--- src/common/alm_pkg.sv ---
// constants, thresholds and types for the audio level meter bank
package alm_pkg;

    // clock and display refresh
    localparam int unsigned CLK_HZ       = 25_000_000;
    localparam int unsigned REFRESH_MS   = 50;
    localparam int unsigned REFRESH_CYC  = (CLK_HZ / 1000) * REFRESH_MS;

    // meter map
    localparam int unsigned NUM_METERS   = 50;
    localparam int unsigned MIDX_W       = 6;
    localparam int unsigned CNT_W        = 4;
    localparam int unsigned NUM_THR      = 11;
    localparam int unsigned MAIN_SEGS    = 12;
    localparam logic [5:0]  M_IN_LO      = 6'h00;  // inputs 1-16
    localparam logic [5:0]  M_FX_RTN     = 6'h10;  // effects returns 1-2
    localparam logic [5:0]  M_ST_L       = 6'h12;  // stereo out, wide scale
    localparam logic [5:0]  M_ST_R       = 6'h13;
    localparam logic [5:0]  M_AUX        = 6'h14;  // aux sends 1-4
    localparam logic [5:0]  M_BUS        = 6'h18;  // bus outs 1-4
    localparam logic [5:0]  M_MAIN_L     = 6'h1C;  // dedicated stereo meter
    localparam logic [5:0]  M_MAIN_R     = 6'h1D;
    localparam logic [5:0]  M_OMNI       = 6'h1E;  // omni outs 1-4
    localparam logic [5:0]  M_IN_HI      = 6'h22;  // inputs 17-24
    localparam logic [5:0]  M_OPT_OUT    = 6'h2A;  // expansion outputs 1-8
    localparam logic [5:0]  M_END        = 6'h32;

    // audio magnitude levels, full scale 24-bit
    localparam logic [23:0] CLIP_LEVEL   = 24'h7FFFFF;
    localparam logic [23:0] THR_NONE     = 24'hFFFFFF;
    localparam logic [23:0] THR_MAIN [0:10] = '{
        24'h008274, 24'h010449, 24'h020757, 24'h040C37, 24'h081385, 24'h101D3F,
        24'h16C320, 24'h2026F8, 24'h2D6A12, 24'h402603, 24'h5A9E52};
    localparam logic [23:0] THR_EXT [0:10] = '{
        24'h00083B, 24'h0020C5, 24'h010449, 24'h040C37, 24'h101D3F, 24'h2026F8,
        24'h32F540, 24'h50C331, THR_NONE, THR_NONE, THR_NONE};
    localparam logic [23:0] THR_GEN [0:10] = '{
        24'h008274, 24'h040C37, 24'h101D3F, 24'h2026F8, 24'h402603, THR_NONE,
        THR_NONE, THR_NONE, THR_NONE, THR_NONE, THR_NONE};

    // register map
    localparam logic [11:0] REG_CTRL     = 12'h000;
    localparam logic [11:0] REG_METER    = 12'h100;
    localparam int unsigned CTRL_HOLD    = 0;
    localparam int unsigned CTRL_IN_TAP  = 1;
    localparam int unsigned CTRL_OUT_TAP = 2;
    localparam logic [2:0]  CTRL_RESET   = 3'h0;
    localparam int unsigned MR_CUR_LSB   = 0;
    localparam int unsigned MR_HELD_LSB  = 4;
    localparam int unsigned MR_CLIP      = 8;
    localparam logic [1:0]  RESP_OKAY    = 2'h0;
    localparam logic [1:0]  RESP_SLVERR  = 2'h2;

    typedef enum logic [1:0] {
        BEFORE_EQUALIZER_TAP,
        BEFORE_FADER_TAP,
        AFTER_EQUALIZER_TAP,
        AFTER_ON_TAP
    } alm_tap_type;

    typedef enum logic [1:0] {
        SCALE_GENERAL,
        SCALE_WIDE,
        SCALE_MAIN
    } alm_scale_type;

endpackage

--- src/rtl/alm_seg_conv.sv ---
// peak magnitude to lit segment count for one meter scale
`timescale 1ns/10ps
`default_nettype none

module alm_seg_conv
(
    input  wire logic [23:0]                mag,
    input  wire alm_pkg::alm_scale_type     scale,
    output logic      [3:0]                 seg_cnt,
    output logic                            clip
);

    logic [alm_pkg::NUM_THR-1:0] hit;

    assign clip = (mag >= alm_pkg::CLIP_LEVEL);

    genvar k;
    generate
        for (k = 0; k < alm_pkg::NUM_THR; k++)
        begin : g_thr
            always_comb
            begin
                case (scale)
                    alm_pkg::SCALE_MAIN:
                        hit[k] = (mag >= alm_pkg::THR_MAIN[k]);
                    alm_pkg::SCALE_WIDE:
                        hit[k] = (mag >= alm_pkg::THR_EXT[k]);
                    default:
                        hit[k] = (mag >= alm_pkg::THR_GEN[k]);
                endcase
            end
        end
    endgenerate

    // thresholds ascend, so the hits form a thermometer; top segment is clip
    always_comb
    begin
        logic [3:0] n;
        n = {3'h0, clip};
        for (int i = 0; i < alm_pkg::NUM_THR; i++)
        begin
            n = n + {3'h0, hit[i]};
        end
        seg_cnt = n;
    end

endmodule

`default_nettype wire

--- src/rtl/alm_meter_bank.sv ---
// audio level meter bank with tap selection, peak hold and register access
//
// Design decisions made here: the AXI4-Lite register port and the register offsets.
`timescale 1ns/10ps
`default_nettype none

module alm_meter_bank
#(
    parameter int unsigned REFRESH_CYCLES = alm_pkg::REFRESH_CYC
)
(
    input  wire logic                       aclk,
    input  wire logic                       aresetn,
    input  wire logic                       smp_valid,
    input  wire logic [5:0]                 smp_meter,
    input  wire alm_pkg::alm_tap_type       smp_tap,
    input  wire logic [23:0]                smp_data,
    output logic      [11:0]                main_seg_l_ff,
    output logic      [11:0]                main_seg_r_ff,
    input  wire logic [11:0]                s_axi_awaddr,
    input  wire logic                       s_axi_awvalid,
    output logic                            s_axi_awready,
    input  wire logic [31:0]                s_axi_wdata,
    input  wire logic [3:0]                 s_axi_wstrb,
    input  wire logic                       s_axi_wvalid,
    output logic                            s_axi_wready,
    output logic      [1:0]                 s_axi_bresp,
    output logic                            s_axi_bvalid,
    input  wire logic                       s_axi_bready,
    input  wire logic [11:0]                s_axi_araddr,
    input  wire logic                       s_axi_arvalid,
    output logic                            s_axi_arready,
    output logic      [31:0]                s_axi_rdata,
    output logic      [1:0]                 s_axi_rresp,
    output logic                            s_axi_rvalid,
    input  wire logic                       s_axi_rready
);

    localparam int unsigned N = alm_pkg::NUM_METERS;

    logic [2:0]     ctrl_ff;
    logic [23:0]    acc_ff  [0:N-1];
    logic [3:0]     cur_ff  [0:N-1];
    logic [3:0]     held_ff [0:N-1];
    logic           clip_ff [0:N-1];
    logic [31:0]    tick_cnt_ff;
    logic           scan_busy_ff;
    logic [5:0]     scan_idx_ff;
    logic           hold_on;
    logic           tick;
    logic           smp_take;
    logic [23:0]    smp_mag;
    logic [23:0]    scan_mag;
    logic [3:0]     conv_cnt;
    logic           conv_clip;
    logic [3:0]     nxt_held;
    alm_pkg::alm_scale_type scan_scale;

    ////////////////////////////////////////////////////////////////////////
    // tap selection and sample capture

    assign hold_on = ctrl_ff[alm_pkg::CTRL_HOLD];

    function automatic logic tap_ok(input logic [5:0] m, input alm_pkg::alm_tap_type t,
                                    input logic [2:0] c);
        if (m < alm_pkg::M_ST_L)
            tap_ok = (t == (c[alm_pkg::CTRL_IN_TAP] ? alm_pkg::BEFORE_FADER_TAP
                                                    : alm_pkg::BEFORE_EQUALIZER_TAP));
        else if (m < alm_pkg::M_MAIN_L)
            tap_ok = (t == (c[alm_pkg::CTRL_OUT_TAP] ? alm_pkg::AFTER_ON_TAP
                                                     : alm_pkg::AFTER_EQUALIZER_TAP));
        else if (m < alm_pkg::M_OMNI)
            tap_ok = (t == alm_pkg::AFTER_ON_TAP);
        else
            tap_ok = (m < alm_pkg::M_END);
    endfunction

    function automatic alm_pkg::alm_scale_type scale_of(input logic [5:0] m);
        if (m == alm_pkg::M_MAIN_L || m == alm_pkg::M_MAIN_R)
            scale_of = alm_pkg::SCALE_MAIN;
        else if (m == alm_pkg::M_ST_L || m == alm_pkg::M_ST_R)
            scale_of = alm_pkg::SCALE_WIDE;
        else
            scale_of = alm_pkg::SCALE_GENERAL;
    endfunction

    assign smp_take = smp_valid && tap_ok(smp_meter, smp_tap, ctrl_ff);
    assign smp_mag  = smp_data[23] ? 24'(-smp_data) : smp_data;

    // running absolute peak; a meter being scanned restarts from this sample
    always_ff @(posedge aclk)
    begin
        if (!aresetn)
        begin
            for (int i = 0; i < N; i++)
                acc_ff[i] <= 24'h000000;
        end
        else
        begin
            if (scan_busy_ff)
                acc_ff[scan_idx_ff] <= 24'h000000;
            if (smp_take)
            begin
                if (scan_busy_ff && smp_meter == scan_idx_ff)
                    acc_ff[smp_meter] <= smp_mag;
                else if (smp_mag > acc_ff[smp_meter])
                    acc_ff[smp_meter] <= smp_mag;
            end
        end
    end

    ////////////////////////////////////////////////////////////////////////
    // refresh interval and meter scan

    assign tick = (tick_cnt_ff == 32'(REFRESH_CYCLES - 1));

    always_ff @(posedge aclk)
    begin
        if (!aresetn)
            tick_cnt_ff <= 32'h00000000;
        else if (tick)
            tick_cnt_ff <= 32'h00000000;
        else
            tick_cnt_ff <= tick_cnt_ff + 32'h00000001;
    end

    always_ff @(posedge aclk)
    begin
        if (!aresetn)
        begin
            scan_busy_ff <= 1'b0;
            scan_idx_ff  <= 6'h00;
        end
        else if (tick)
        begin
            scan_busy_ff <= 1'b1;
            scan_idx_ff  <= 6'h00;
        end
        else if (scan_busy_ff)
        begin
            scan_busy_ff <= (scan_idx_ff != alm_pkg::M_END - 6'h01);
            scan_idx_ff  <= scan_idx_ff + 6'h01;
        end
    end

    assign scan_mag   = acc_ff[scan_idx_ff];
    assign scan_scale = scale_of(scan_idx_ff);

    alm_seg_conv u_conv
    (
        .mag        (scan_mag),
        .scale      (scan_scale),
        .seg_cnt    (conv_cnt),
        .clip       (conv_clip)
    );

    // hold on: keep the larger; hold off: follow, so a re-enable starts fresh
    assign nxt_held = (hold_on && held_ff[scan_idx_ff] > conv_cnt)
                    ? held_ff[scan_idx_ff] : conv_cnt;

    always_ff @(posedge aclk)
    begin
        if (!aresetn)
        begin
            for (int i = 0; i < N; i++)
            begin
                cur_ff[i]  <= 4'h0;
                held_ff[i] <= 4'h0;
                clip_ff[i] <= 1'b0;
            end
        end
        else
        begin
            // hold off: held tracks current, so any off/on restarts from here
            if (!hold_on)
            begin
                for (int i = 0; i < N; i++)
                    held_ff[i] <= cur_ff[i];
            end
            if (scan_busy_ff)
            begin
                cur_ff[scan_idx_ff]  <= conv_cnt;
                held_ff[scan_idx_ff] <= nxt_held;
                clip_ff[scan_idx_ff] <= conv_clip;
            end
        end
    end

    // dedicated stereo bar graph, thermometer coded
    always_ff @(posedge aclk)
    begin
        if (!aresetn)
        begin
            main_seg_l_ff <= 12'h000;
            main_seg_r_ff <= 12'h000;
        end
        else
        begin
            for (int s = 0; s < alm_pkg::MAIN_SEGS; s++)
            begin
                if (!hold_on)
                begin
                    main_seg_l_ff[s] <= (cur_ff[alm_pkg::M_MAIN_L] > 4'(s));
                    main_seg_r_ff[s] <= (cur_ff[alm_pkg::M_MAIN_R] > 4'(s));
                end
                if (scan_busy_ff && scan_idx_ff == alm_pkg::M_MAIN_L)
                    main_seg_l_ff[s] <= (nxt_held > 4'(s));
                if (scan_busy_ff && scan_idx_ff == alm_pkg::M_MAIN_R)
                    main_seg_r_ff[s] <= (nxt_held > 4'(s));
            end
        end
    end

    ////////////////////////////////////////////////////////////////////////
    // register bus

    logic           aw_held_ff;
    logic           w_held_ff;
    logic [11:0]    aw_addr_ff;
    logic [31:0]    w_data_ff;
    logic [3:0]     w_strb_ff;
    logic [11:0]    rd_off;
    logic [5:0]     rd_idx;

    assign s_axi_awready = !aw_held_ff && !s_axi_bvalid;
    assign s_axi_wready  = !w_held_ff && !s_axi_bvalid;
    assign s_axi_arready = !s_axi_rvalid;

    always_ff @(posedge aclk)
    begin
        if (!aresetn)
        begin
            aw_held_ff   <= 1'b0;
            w_held_ff    <= 1'b0;
            aw_addr_ff   <= 12'h000;
            w_data_ff    <= 32'h00000000;
            w_strb_ff    <= 4'h0;
            s_axi_bvalid <= 1'b0;
            s_axi_bresp  <= alm_pkg::RESP_OKAY;
            ctrl_ff      <= alm_pkg::CTRL_RESET;
        end
        else
        begin
            if (s_axi_awvalid && s_axi_awready)
            begin
                aw_held_ff <= 1'b1;
                aw_addr_ff <= s_axi_awaddr;
            end
            if (s_axi_wvalid && s_axi_wready)
            begin
                w_held_ff <= 1'b1;
                w_data_ff <= s_axi_wdata;
                w_strb_ff <= s_axi_wstrb;
            end
            if (aw_held_ff && w_held_ff)
            begin
                aw_held_ff   <= 1'b0;
                w_held_ff    <= 1'b0;
                s_axi_bvalid <= 1'b1;
                if ({aw_addr_ff[11:2], 2'h0} == alm_pkg::REG_CTRL)
                begin
                    s_axi_bresp <= alm_pkg::RESP_OKAY;
                    if (w_strb_ff[0])
                        ctrl_ff <= w_data_ff[2:0];
                end
                else
                    s_axi_bresp <= alm_pkg::RESP_SLVERR;
            end
            else if (s_axi_bvalid && s_axi_bready)
                s_axi_bvalid <= 1'b0;
        end
    end

    assign rd_off = s_axi_araddr - alm_pkg::REG_METER;
    assign rd_idx = rd_off[7:2];

    always_ff @(posedge aclk)
    begin
        if (!aresetn)
        begin
            s_axi_rvalid <= 1'b0;
            s_axi_rdata  <= 32'h00000000;
            s_axi_rresp  <= alm_pkg::RESP_OKAY;
        end
        else if (s_axi_arvalid && s_axi_arready)
        begin
            s_axi_rvalid <= 1'b1;
            s_axi_rdata  <= 32'h00000000;
            s_axi_rresp  <= alm_pkg::RESP_OKAY;
            if ({s_axi_araddr[11:2], 2'h0} == alm_pkg::REG_CTRL)
                s_axi_rdata[2:0] <= ctrl_ff;
            else if (s_axi_araddr >= alm_pkg::REG_METER && rd_off[11:8] == 4'h0
                     && rd_idx < alm_pkg::M_END)
            begin
                s_axi_rdata[alm_pkg::MR_CUR_LSB +: 4]  <= cur_ff[rd_idx];
                s_axi_rdata[alm_pkg::MR_HELD_LSB +: 4] <= held_ff[rd_idx];
                s_axi_rdata[alm_pkg::MR_CLIP]          <= clip_ff[rd_idx];
            end
            else
                s_axi_rresp <= alm_pkg::RESP_SLVERR;
        end
        else if (s_axi_rvalid && s_axi_rready)
            s_axi_rvalid <= 1'b0;
    end

    ////////////////////////////////////////////////////////////////////////
    // checks

    a_clip_lights: assert property (@(posedge aclk) disable iff (!aresetn)
        scan_busy_ff && scan_mag >= alm_pkg::CLIP_LEVEL |=> clip_ff[$past(scan_idx_ff)])
        else $error("clip not flagged on full scale peak");

    a_hold_global: assert property (@(posedge aclk) disable iff (!aresetn)
        scan_busy_ff && hold_on && held_ff[scan_idx_ff] > conv_cnt
        |=> held_ff[$past(scan_idx_ff)] == $past(held_ff[scan_idx_ff]))
        else $error("held level dropped while hold enabled");

    a_hold_keeps: assert property (@(posedge aclk) disable iff (!aresetn)
        hold_on && $past(hold_on) |-> main_seg_l_ff >= $past(main_seg_l_ff))
        else $error("main meter fell while holding");

    a_hold_restart: assert property (@(posedge aclk) disable iff (!aresetn)
        scan_busy_ff && !hold_on |=> held_ff[$past(scan_idx_ff)] == $past(conv_cnt))
        else $error("held level not reset while hold off");

    a_main_floor: assert property (@(posedge aclk) disable iff (!aresetn)
        scan_busy_ff && scan_idx_ff == alm_pkg::M_MAIN_L && !hold_on
        && scan_mag < alm_pkg::THR_MAIN[0] |=> main_seg_l_ff == 12'h000)
        else $error("main meter lit below its floor");

    a_wide_floor: assert property (@(posedge aclk) disable iff (!aresetn)
        scan_busy_ff && scan_idx_ff == alm_pkg::M_ST_L && scan_mag >= alm_pkg::THR_EXT[0]
        |-> conv_cnt != 4'h0)
        else $error("wide stereo meter dark above its floor");

    a_input_tap: assert property (@(posedge aclk) disable iff (!aresetn)
        smp_take && smp_meter < alm_pkg::M_ST_L |-> (smp_tap == alm_pkg::BEFORE_FADER_TAP)
        == ctrl_ff[alm_pkg::CTRL_IN_TAP])
        else $error("input meter took wrong tap");

    a_output_tap: assert property (@(posedge aclk) disable iff (!aresetn)
        smp_take && smp_meter >= alm_pkg::M_ST_L && smp_meter < alm_pkg::M_MAIN_L
        |-> (smp_tap == alm_pkg::AFTER_ON_TAP) == ctrl_ff[alm_pkg::CTRL_OUT_TAP])
        else $error("output meter took wrong tap");

    a_main_tap: assert property (@(posedge aclk) disable iff (!aresetn)
        smp_take && (smp_meter == alm_pkg::M_MAIN_L || smp_meter == alm_pkg::M_MAIN_R)
        |-> smp_tap == alm_pkg::AFTER_ON_TAP)
        else $error("main meter took a selectable tap");

    a_free_meters: assert property (@(posedge aclk) disable iff (!aresetn)
        smp_valid && smp_meter >= alm_pkg::M_IN_HI && smp_meter < alm_pkg::M_END |-> smp_take)
        else $error("expansion or upper input sample dropped");

    a_omni_take: assert property (@(posedge aclk) disable iff (!aresetn)
        smp_valid && smp_meter >= alm_pkg::M_OMNI && smp_meter < alm_pkg::M_IN_HI |-> smp_take)
        else $error("omni sample dropped");

    a_scan_len: assert property (@(posedge aclk) disable iff (!aresetn)
        tick |=> (scan_busy_ff && scan_idx_ff == 6'h00)
        ##49 (scan_busy_ff && scan_idx_ff == alm_pkg::M_END - 6'h01) ##1 !scan_busy_ff)
        else $error("scan did not cover every meter once");

endmodule

`default_nettype wire

--- config.mk ---
export PLATFORM = sky130hd
export DESIGN_NAME = alm_meter_bank
export DESIGN_NICKNAME = d
export VERILOG_FILES = /design/src/common/alm_pkg.sv /design/src/rtl/alm_seg_conv.sv /design/src/rtl/alm_meter_bank.sv
export SDC_FILE = /design/constraint.sdc
export NUM_CORES = 2
export LEC_CHECK = 0
export BUFFER_PORTS_ARGS = -buffer_cell sky130_fd_sc_hd__buf_2
export CAP_MARGIN = 20
export CORE_MARGIN = 8
export CORE_UTILIZATION = 48
export DETAILED_ROUTE_END_ITERATION = 10
export HOLD_SLACK_MARGIN = 0.02
export PLACE_DENSITY_LB_ADDON = 0.08
export SLEW_MARGIN = 20
export SYNTH_ARGS = -nofsm -noshare
export SYNTH_HDL_FRONTEND = slang
export SYNTH_SLANG_ARGS = --single-unit
--- constraint.sdc ---
create_clock -name aclk -period 11.25 [get_ports aclk]
set_input_delay 0.5625 -clock aclk [delete_from_list [all_inputs] [get_ports aclk]]
set_output_delay 0.5625 -clock aclk [all_outputs]
set_load 0.005 [all_outputs]
## Yosys cells after proc, flatten, opt, wreduce, memory -nomap -nowiden

Memory sizes are Yosys's and may differ from the RTL's. A register that Yosys moved wholly into a read port is not among the register bits.
Index checks and enable logic that the tools add are counted.

| storage, ports and cells | value |
|---|---|
| memories | 4 |
| word-level logic and storage cells | 359 |
| RAM bits | 1650 |
| flip-flop bits (word level) | 99 |

| operators by class | value |
|---|---|
| mux-type cells | 163 |
| order comparisons | 61 |
| eq/ne operators | 14 |
| bitwise logic cells | 52 |
| reductions and logical operators | 34 |
| add/sub/neg operators | 15 |

Memory list:

| name | depth | width | read ports | clocked after memory_dff | wr ports | line | text |
|---|---|---|---|---|---|---|---|
| acc_ff | 50 | 24 | 2 | 1 | 50 | alm_meter_bank.sv:42 | `logic [23:0] acc_ff [0:N-1];` |
| cur_ff | 50 | 4 | 51 | 0 | 50 | alm_meter_bank.sv:43 | `logic [3:0] cur_ff [0:N-1];` |
| held_ff | 50 | 4 | 2 | 1 | 51 | alm_meter_bank.sv:44 | `logic [3:0] held_ff [0:N-1];` |
| clip_ff | 50 | 1 | 1 | 0 | 50 | alm_meter_bank.sv:45 | `logic clip_ff [0:N-1];` |

Operators with widths:

| operator | number |
|---|---|
| $mux 4 | 52 |
| $ge 24x23->1 const B | 4 |
| $mux 24 | 4 |
| $mux 1 | 86 |
| $ge 24x22->1 const B | 3 |
| $mux 6 | 9 |
| $or 1x1->1 | 51 |
| $ge 24x21->1 const B | 2 |
| $gt 4x3->1 const B | 12 |
| $gt 4x4->1 const B | 12 |
| $reduce_or 24->1 | 2 |
| $add 4x1->4 | 10 |
| $add 32x1->32 const B | 1 |
| $eq 32x21->1 const B | 1 |
| $eq 6x5->1 const B | 4 |
| $ge 24x12->1 const B | 1 |
| $ge 24x14->1 const B | 1 |
| $ge 24x16->1 const B | 1 |
| $ge 24x17->1 const B | 1 |
| $ge 24x18->1 const B | 1 |
| $ge 24x19->1 const B | 1 |
| $ge 24x20->1 const B | 1 |
| $ge 24x24->1 const B | 1 |
| $gt 24x24->1 | 1 |
| 32 further kinds | 77 |

## Logic depth before layout (Yosys ltp)

| logic depth | value |
|---|---|
| depth after elaboration | 22 |
| gate-level depth with buffers | 40 |
| gate-level depth less buffers | 30 |

## Cells and area by module

From an unflattened synthesis, not the netlist that was laid out.

| unflattened totals | value |
|---|---|
| cell total of the unflattened synthesis | 8189 |
| area, all modules | 109605.1 um2 |

Modules (own cells, without submodules):

| module | area an instance (um2) | cells an instance | instances | seq. area each (um2) |
|---|---|---|---|---|
| alm_meter_bank | 108145.0 | 7966 | 1 | 64942.3 |
| alm_seg_conv | 1460.2 | 223 | 1 | 0.0 |

## Worst setup path after synthesis

No wires, ideal clock.

| path | value |
|---|---|
| path type | flip-flop to flip-flop |
| from | register with a tool-made name |
| to | register main_seg_r_ff[0] |
| path buffers | 8 |
| period minus slack after synthesis | 9.170 ns |
| stages on the path, launching flop included | 35 |
| data required time | 11.134 ns |
| arrival time | 9.054 ns |
| slack | 2.080 ns |
| path through | dfxtp_1 -> clkbuf_1 -> buf_2 -> buf_2 -> buf_2 -> buf_2 -> buf_1 -> mux4_2 -> a22oi_1 -> a21oi_1 -> a211o_1 -> nor4_4 -> nand3_1 -> or4_1 -> ha_1 -> inv_1 -> fa_1 -> inv_1 -> fa_1 -> inv_1 -> fa_1 -> fa_1 -> fa_1 -> xor2_1 -> clkbuf_1 -> ha_1 -> nand4_1 -> nand2_1 -> nor2_1 -> mux2i_1 -> buf_2 -> inv_1 -> nor2_1 -> nand3_1 -> o211a_1 |

RTL lines:

| element | line | text |
|---|---|---|
| to (signal, indexed assignment) | alm_meter_bank.sv:204 | `main_seg_r_ff[s] <= (cur_ff[alm_pkg::M_MAIN_R] > 4'(s));` |
| to (signal, indexed assignment) | alm_meter_bank.sv:209 | `main_seg_r_ff[s] <= (nxt_held > 4'(s));` |
| to (decl) | alm_meter_bank.sv:19 | `output logic [11:0] main_seg_r_ff,` |

==> out/qor.txt <==
Top FF cell, synth: edfxtp_1
Postcts setup bufs: 0
Final worst-path cycle share: 95.9%
Worst setup margin: 467 ps
Pleak: 40.4 nW
Max-slew violations: 0
Largest net degree at the start of global routing: 230
TritonCTS clock tree: built
Worst EP arrival: 11,620 ps
Largest family of logic cells by synthesized area: multiplexers
Layout area overhead: 13.1%
Min-Delay Path Class: in -> reg
Startpoint types: register
Finished Layout Cells: 11.9k
Worst-Margin Slew: 1350 ps
Num Clock Sinks: 2,199
Ratio of cells with drive above 1 in the final layout: 19.2%
RSZ-0062 raised after global routing: false
GRT Util Overall: 38.3%
CP endpoint kind: register
Port Buf Inserts: 103
GP Congestion: 1.03
PwrDens: 155 nW/µm²
Rows: 177
Worst path most repeated cell: inv_1
Hold Slack: 125 ps
Mux share of post-synthesis cell area: 14.3%
Final hold violations: 0
Drt wl/cell: 41.5 µm
Final setup violation count: 0
Max Fclk: 0.0927 GHz
Die ar.: 248,000 µm²
Post-synthesis cell area: 111,000 µm²
# IOs: 165
Number of DRC markers in iteration 0: 16.8k
Max_slew headroom: 9.44%
Multi-input logic area: 45,200 µm²
Grt total ovfl: 0
Post-synth EDFFs: 2,048
ANT nets after route: 0
Initial core utilization: 48.1%
Slowest stage delay, CP: 930 ps
Post-synthesis sequential area ratio: 57.9%
Min cycle time layout: 10,780 ps
Placeable Area: 232,000 µm²
Slowest stage cell, crit path: mux2i_1
Place WS: 895 ps
Vias in the first global route: 83.1k
# DRC: 0
R2R setup slack: 470 ps
Dpl cells: 11.4k
Number of distinct library cells after synthesis: 85
Area share of and/or/nand/nor cells after synthesis: 12.3%
Setup CP Type: reg -> reg
DP Wirelength: 320 mm
Peak supply drop: 0.163 mV
Clk_lat worst skew: 940 ps
Die width: 498 µm
Status: completed
DR pass1 iterations: 9
Post-synth ARST share: 0%
CP Max Fanout: 36
WL final: 495 mm
Post-synthesis register bit count: 2,199
# fillers: 19.4k
Compound-Gate Fraction of Synth Area: 10.5%
TNS Setup: 0 ps
Clock Path Buffers: 3
Clock Tree Root: clkbuf_16
Number of buffers created by CTS: 235
XOR/XNOR Fraction of Synth Area: 0.472%
Final Skew: 68.4 ps
Avg Cell Area, Syn: 13.0 µm²
Die H: 498 µm
Initial antenna violation count: 44
H-tree lvl count: 4
Final instance area: 126,000 µm²
Clk slew on worst S/H paths: 60 ps
Yosys warning count: 0
Worst endpoint required time: 12,090 ps
Vias per Instance: 7.48
Mapped Cells: 8,540
Nets: 8,795
Vias: 89.2k
Register area: 64,500 µm²
Maxcap violations: 0
First-pass GRT wire length: 675 mm
Post-Synth Adder-Cell Area: 0.552%
Placed Area: 118,000 µm²
-- layout by cell type (no fill, tap or decap), types with 97 or more instances in the layout --
| master | netlist | routed |
|---|---|---|
| mux2i_1 | 120 | 117 |
| mux4_2 | 635 | 635 |
| a221oi_1 | 122 | 122 |
| nand2_1 | 338 | 336 |
| edfxtp_1 | 2048 | 2048 |
| buf_4 | 39 | 350 |
| o21ai_0 | 323 | 321 |
| dfxtp_1 | 151 | 144 |
| a22o_1 | 117 | 117 |
| nor3_1 | 638 | 631 |
| clkbuf_16 | 0 | 237 |
| a31oi_1 | 111 | 102 |
| nor2_1 | 403 | 383 |
| conb_1 | 1 | 361 |
| nand3_1 | 419 | 418 |
| nor4_1 | 659 | 655 |
| buf_2 | 55 | 97 |
| a22oi_1 | 568 | 568 |
| a21oi_1 | 148 | 146 |
-- final cells by class --
class                           instances  area share, %
Clock inverter                        147           1.29
Multi-Input combinational cell       5626           35.8
Clock buffer                          298           4.97
Timing Repair Buffer                  517           3.43
Inverter                               71          0.211
Tap cell                             3043           3.02
Sequential cell                      2199           51.2
Antenna cell                           30         0.0595
-- sequential cells by signal, summed over array words and instances, names as in the netlist, 10 cells and up, named ones only --
signal,count
held_ff,256
aw_addr_ff,10
acc_ff,1536
main_seg_r_ff,12
clip_ff,64
main_seg_l_ff,12
cur_ff,242
tick_cnt_ff,32
-- power breakdown --
group	internal (W)	switching, W	leakage (nW)
clock	0.00459	0.00345	3.86
combinational	0.000486	0.00174	14.4
sequential	0.00914	0.000125	22.1
-- worst paths after layout --
check,from,end,cells after the start
max reg2reg,register,main_seg_l_ff[8]$_SDFFE_PN0P_,30
max,register,main_seg_l_ff[8]$_SDFFE_PN0P_,30
min,aresetn,clip_ff[15]$_DFF_P_,3
min reg2reg,tick_cnt_ff[0]$_SDFF_PP0_,tick_cnt_ff[0]$_SDFF_PP0_,1
-- timing repair --
action / CTS / global route
endpoints found under the hold margin: 16 / 0
hold buffers: 17 / 0
resized for setup: 0 / 0
-- cell families (layout without fill, tap and decap cells) --
family / Yosys count / count (layout)
xor+xnor: 60 / 60
compound gates: 1673 / 1673
buf+inv: 1075 / 1033
flops: 2199 / 2199
simple gates: 2693 / 2693
fa+ha+maj: 45 / 45
other cells: 1 / 391
mux: 794 / 794
-- critical path: cells and delay by family, from the launching register on --
family                   cells  cell delay, ps
AO/OA/AOI/OAI                7            1120
AND/OR/NAND/NOR              6            2060
flip-flops                   1             900
adder cells (fa/ha/maj)      7            3080
multiplexers                 3            2030
buffers and inverters        7            1330
-- routing by layer --
layer  up-vias  GRT usage (%)  share of wire [%]  routed length (µm)
met1     45071           50.0                 35              174000
met5         -              0              0.032                 158
met3      1532           15.2                 16               78900
met4        24           22.2                7.3               36000
li1      34773              -                  -                   -
met2      7820           54.3                 42              207000
-- metrics by stage --
step | util (%) | power (W)
after floorplan | - | 0.0106
after global placement | 50.8 | 0.0115
after detailed placement | 50.9 | 0.0115
after CTS | 54.3 | 0.0194
after global routing | 54.4 | 0.0199
final | 54.4 | 0.0195
-- cells in the mapped netlist (120+ instances only) --
cell      instances  area share [%]
buf_1           135            0.45
a22oi_1         568             3.8
a221oi_1        122            0.96
nor2_1          403             1.4
nor4_1          659             3.7
nand3_1         419             1.9
dfxtp_1         151             2.7
nor3_1          638             2.9
o21ai_0         323             1.5
edfxtp_1       2048              55
nand2_1         338             1.1
mux2i_1         120             1.1
a21oi_1         148            0.66
clkbuf_1        756             2.5
mux4_2          635              13
Power figures use the tool's default switching activity.
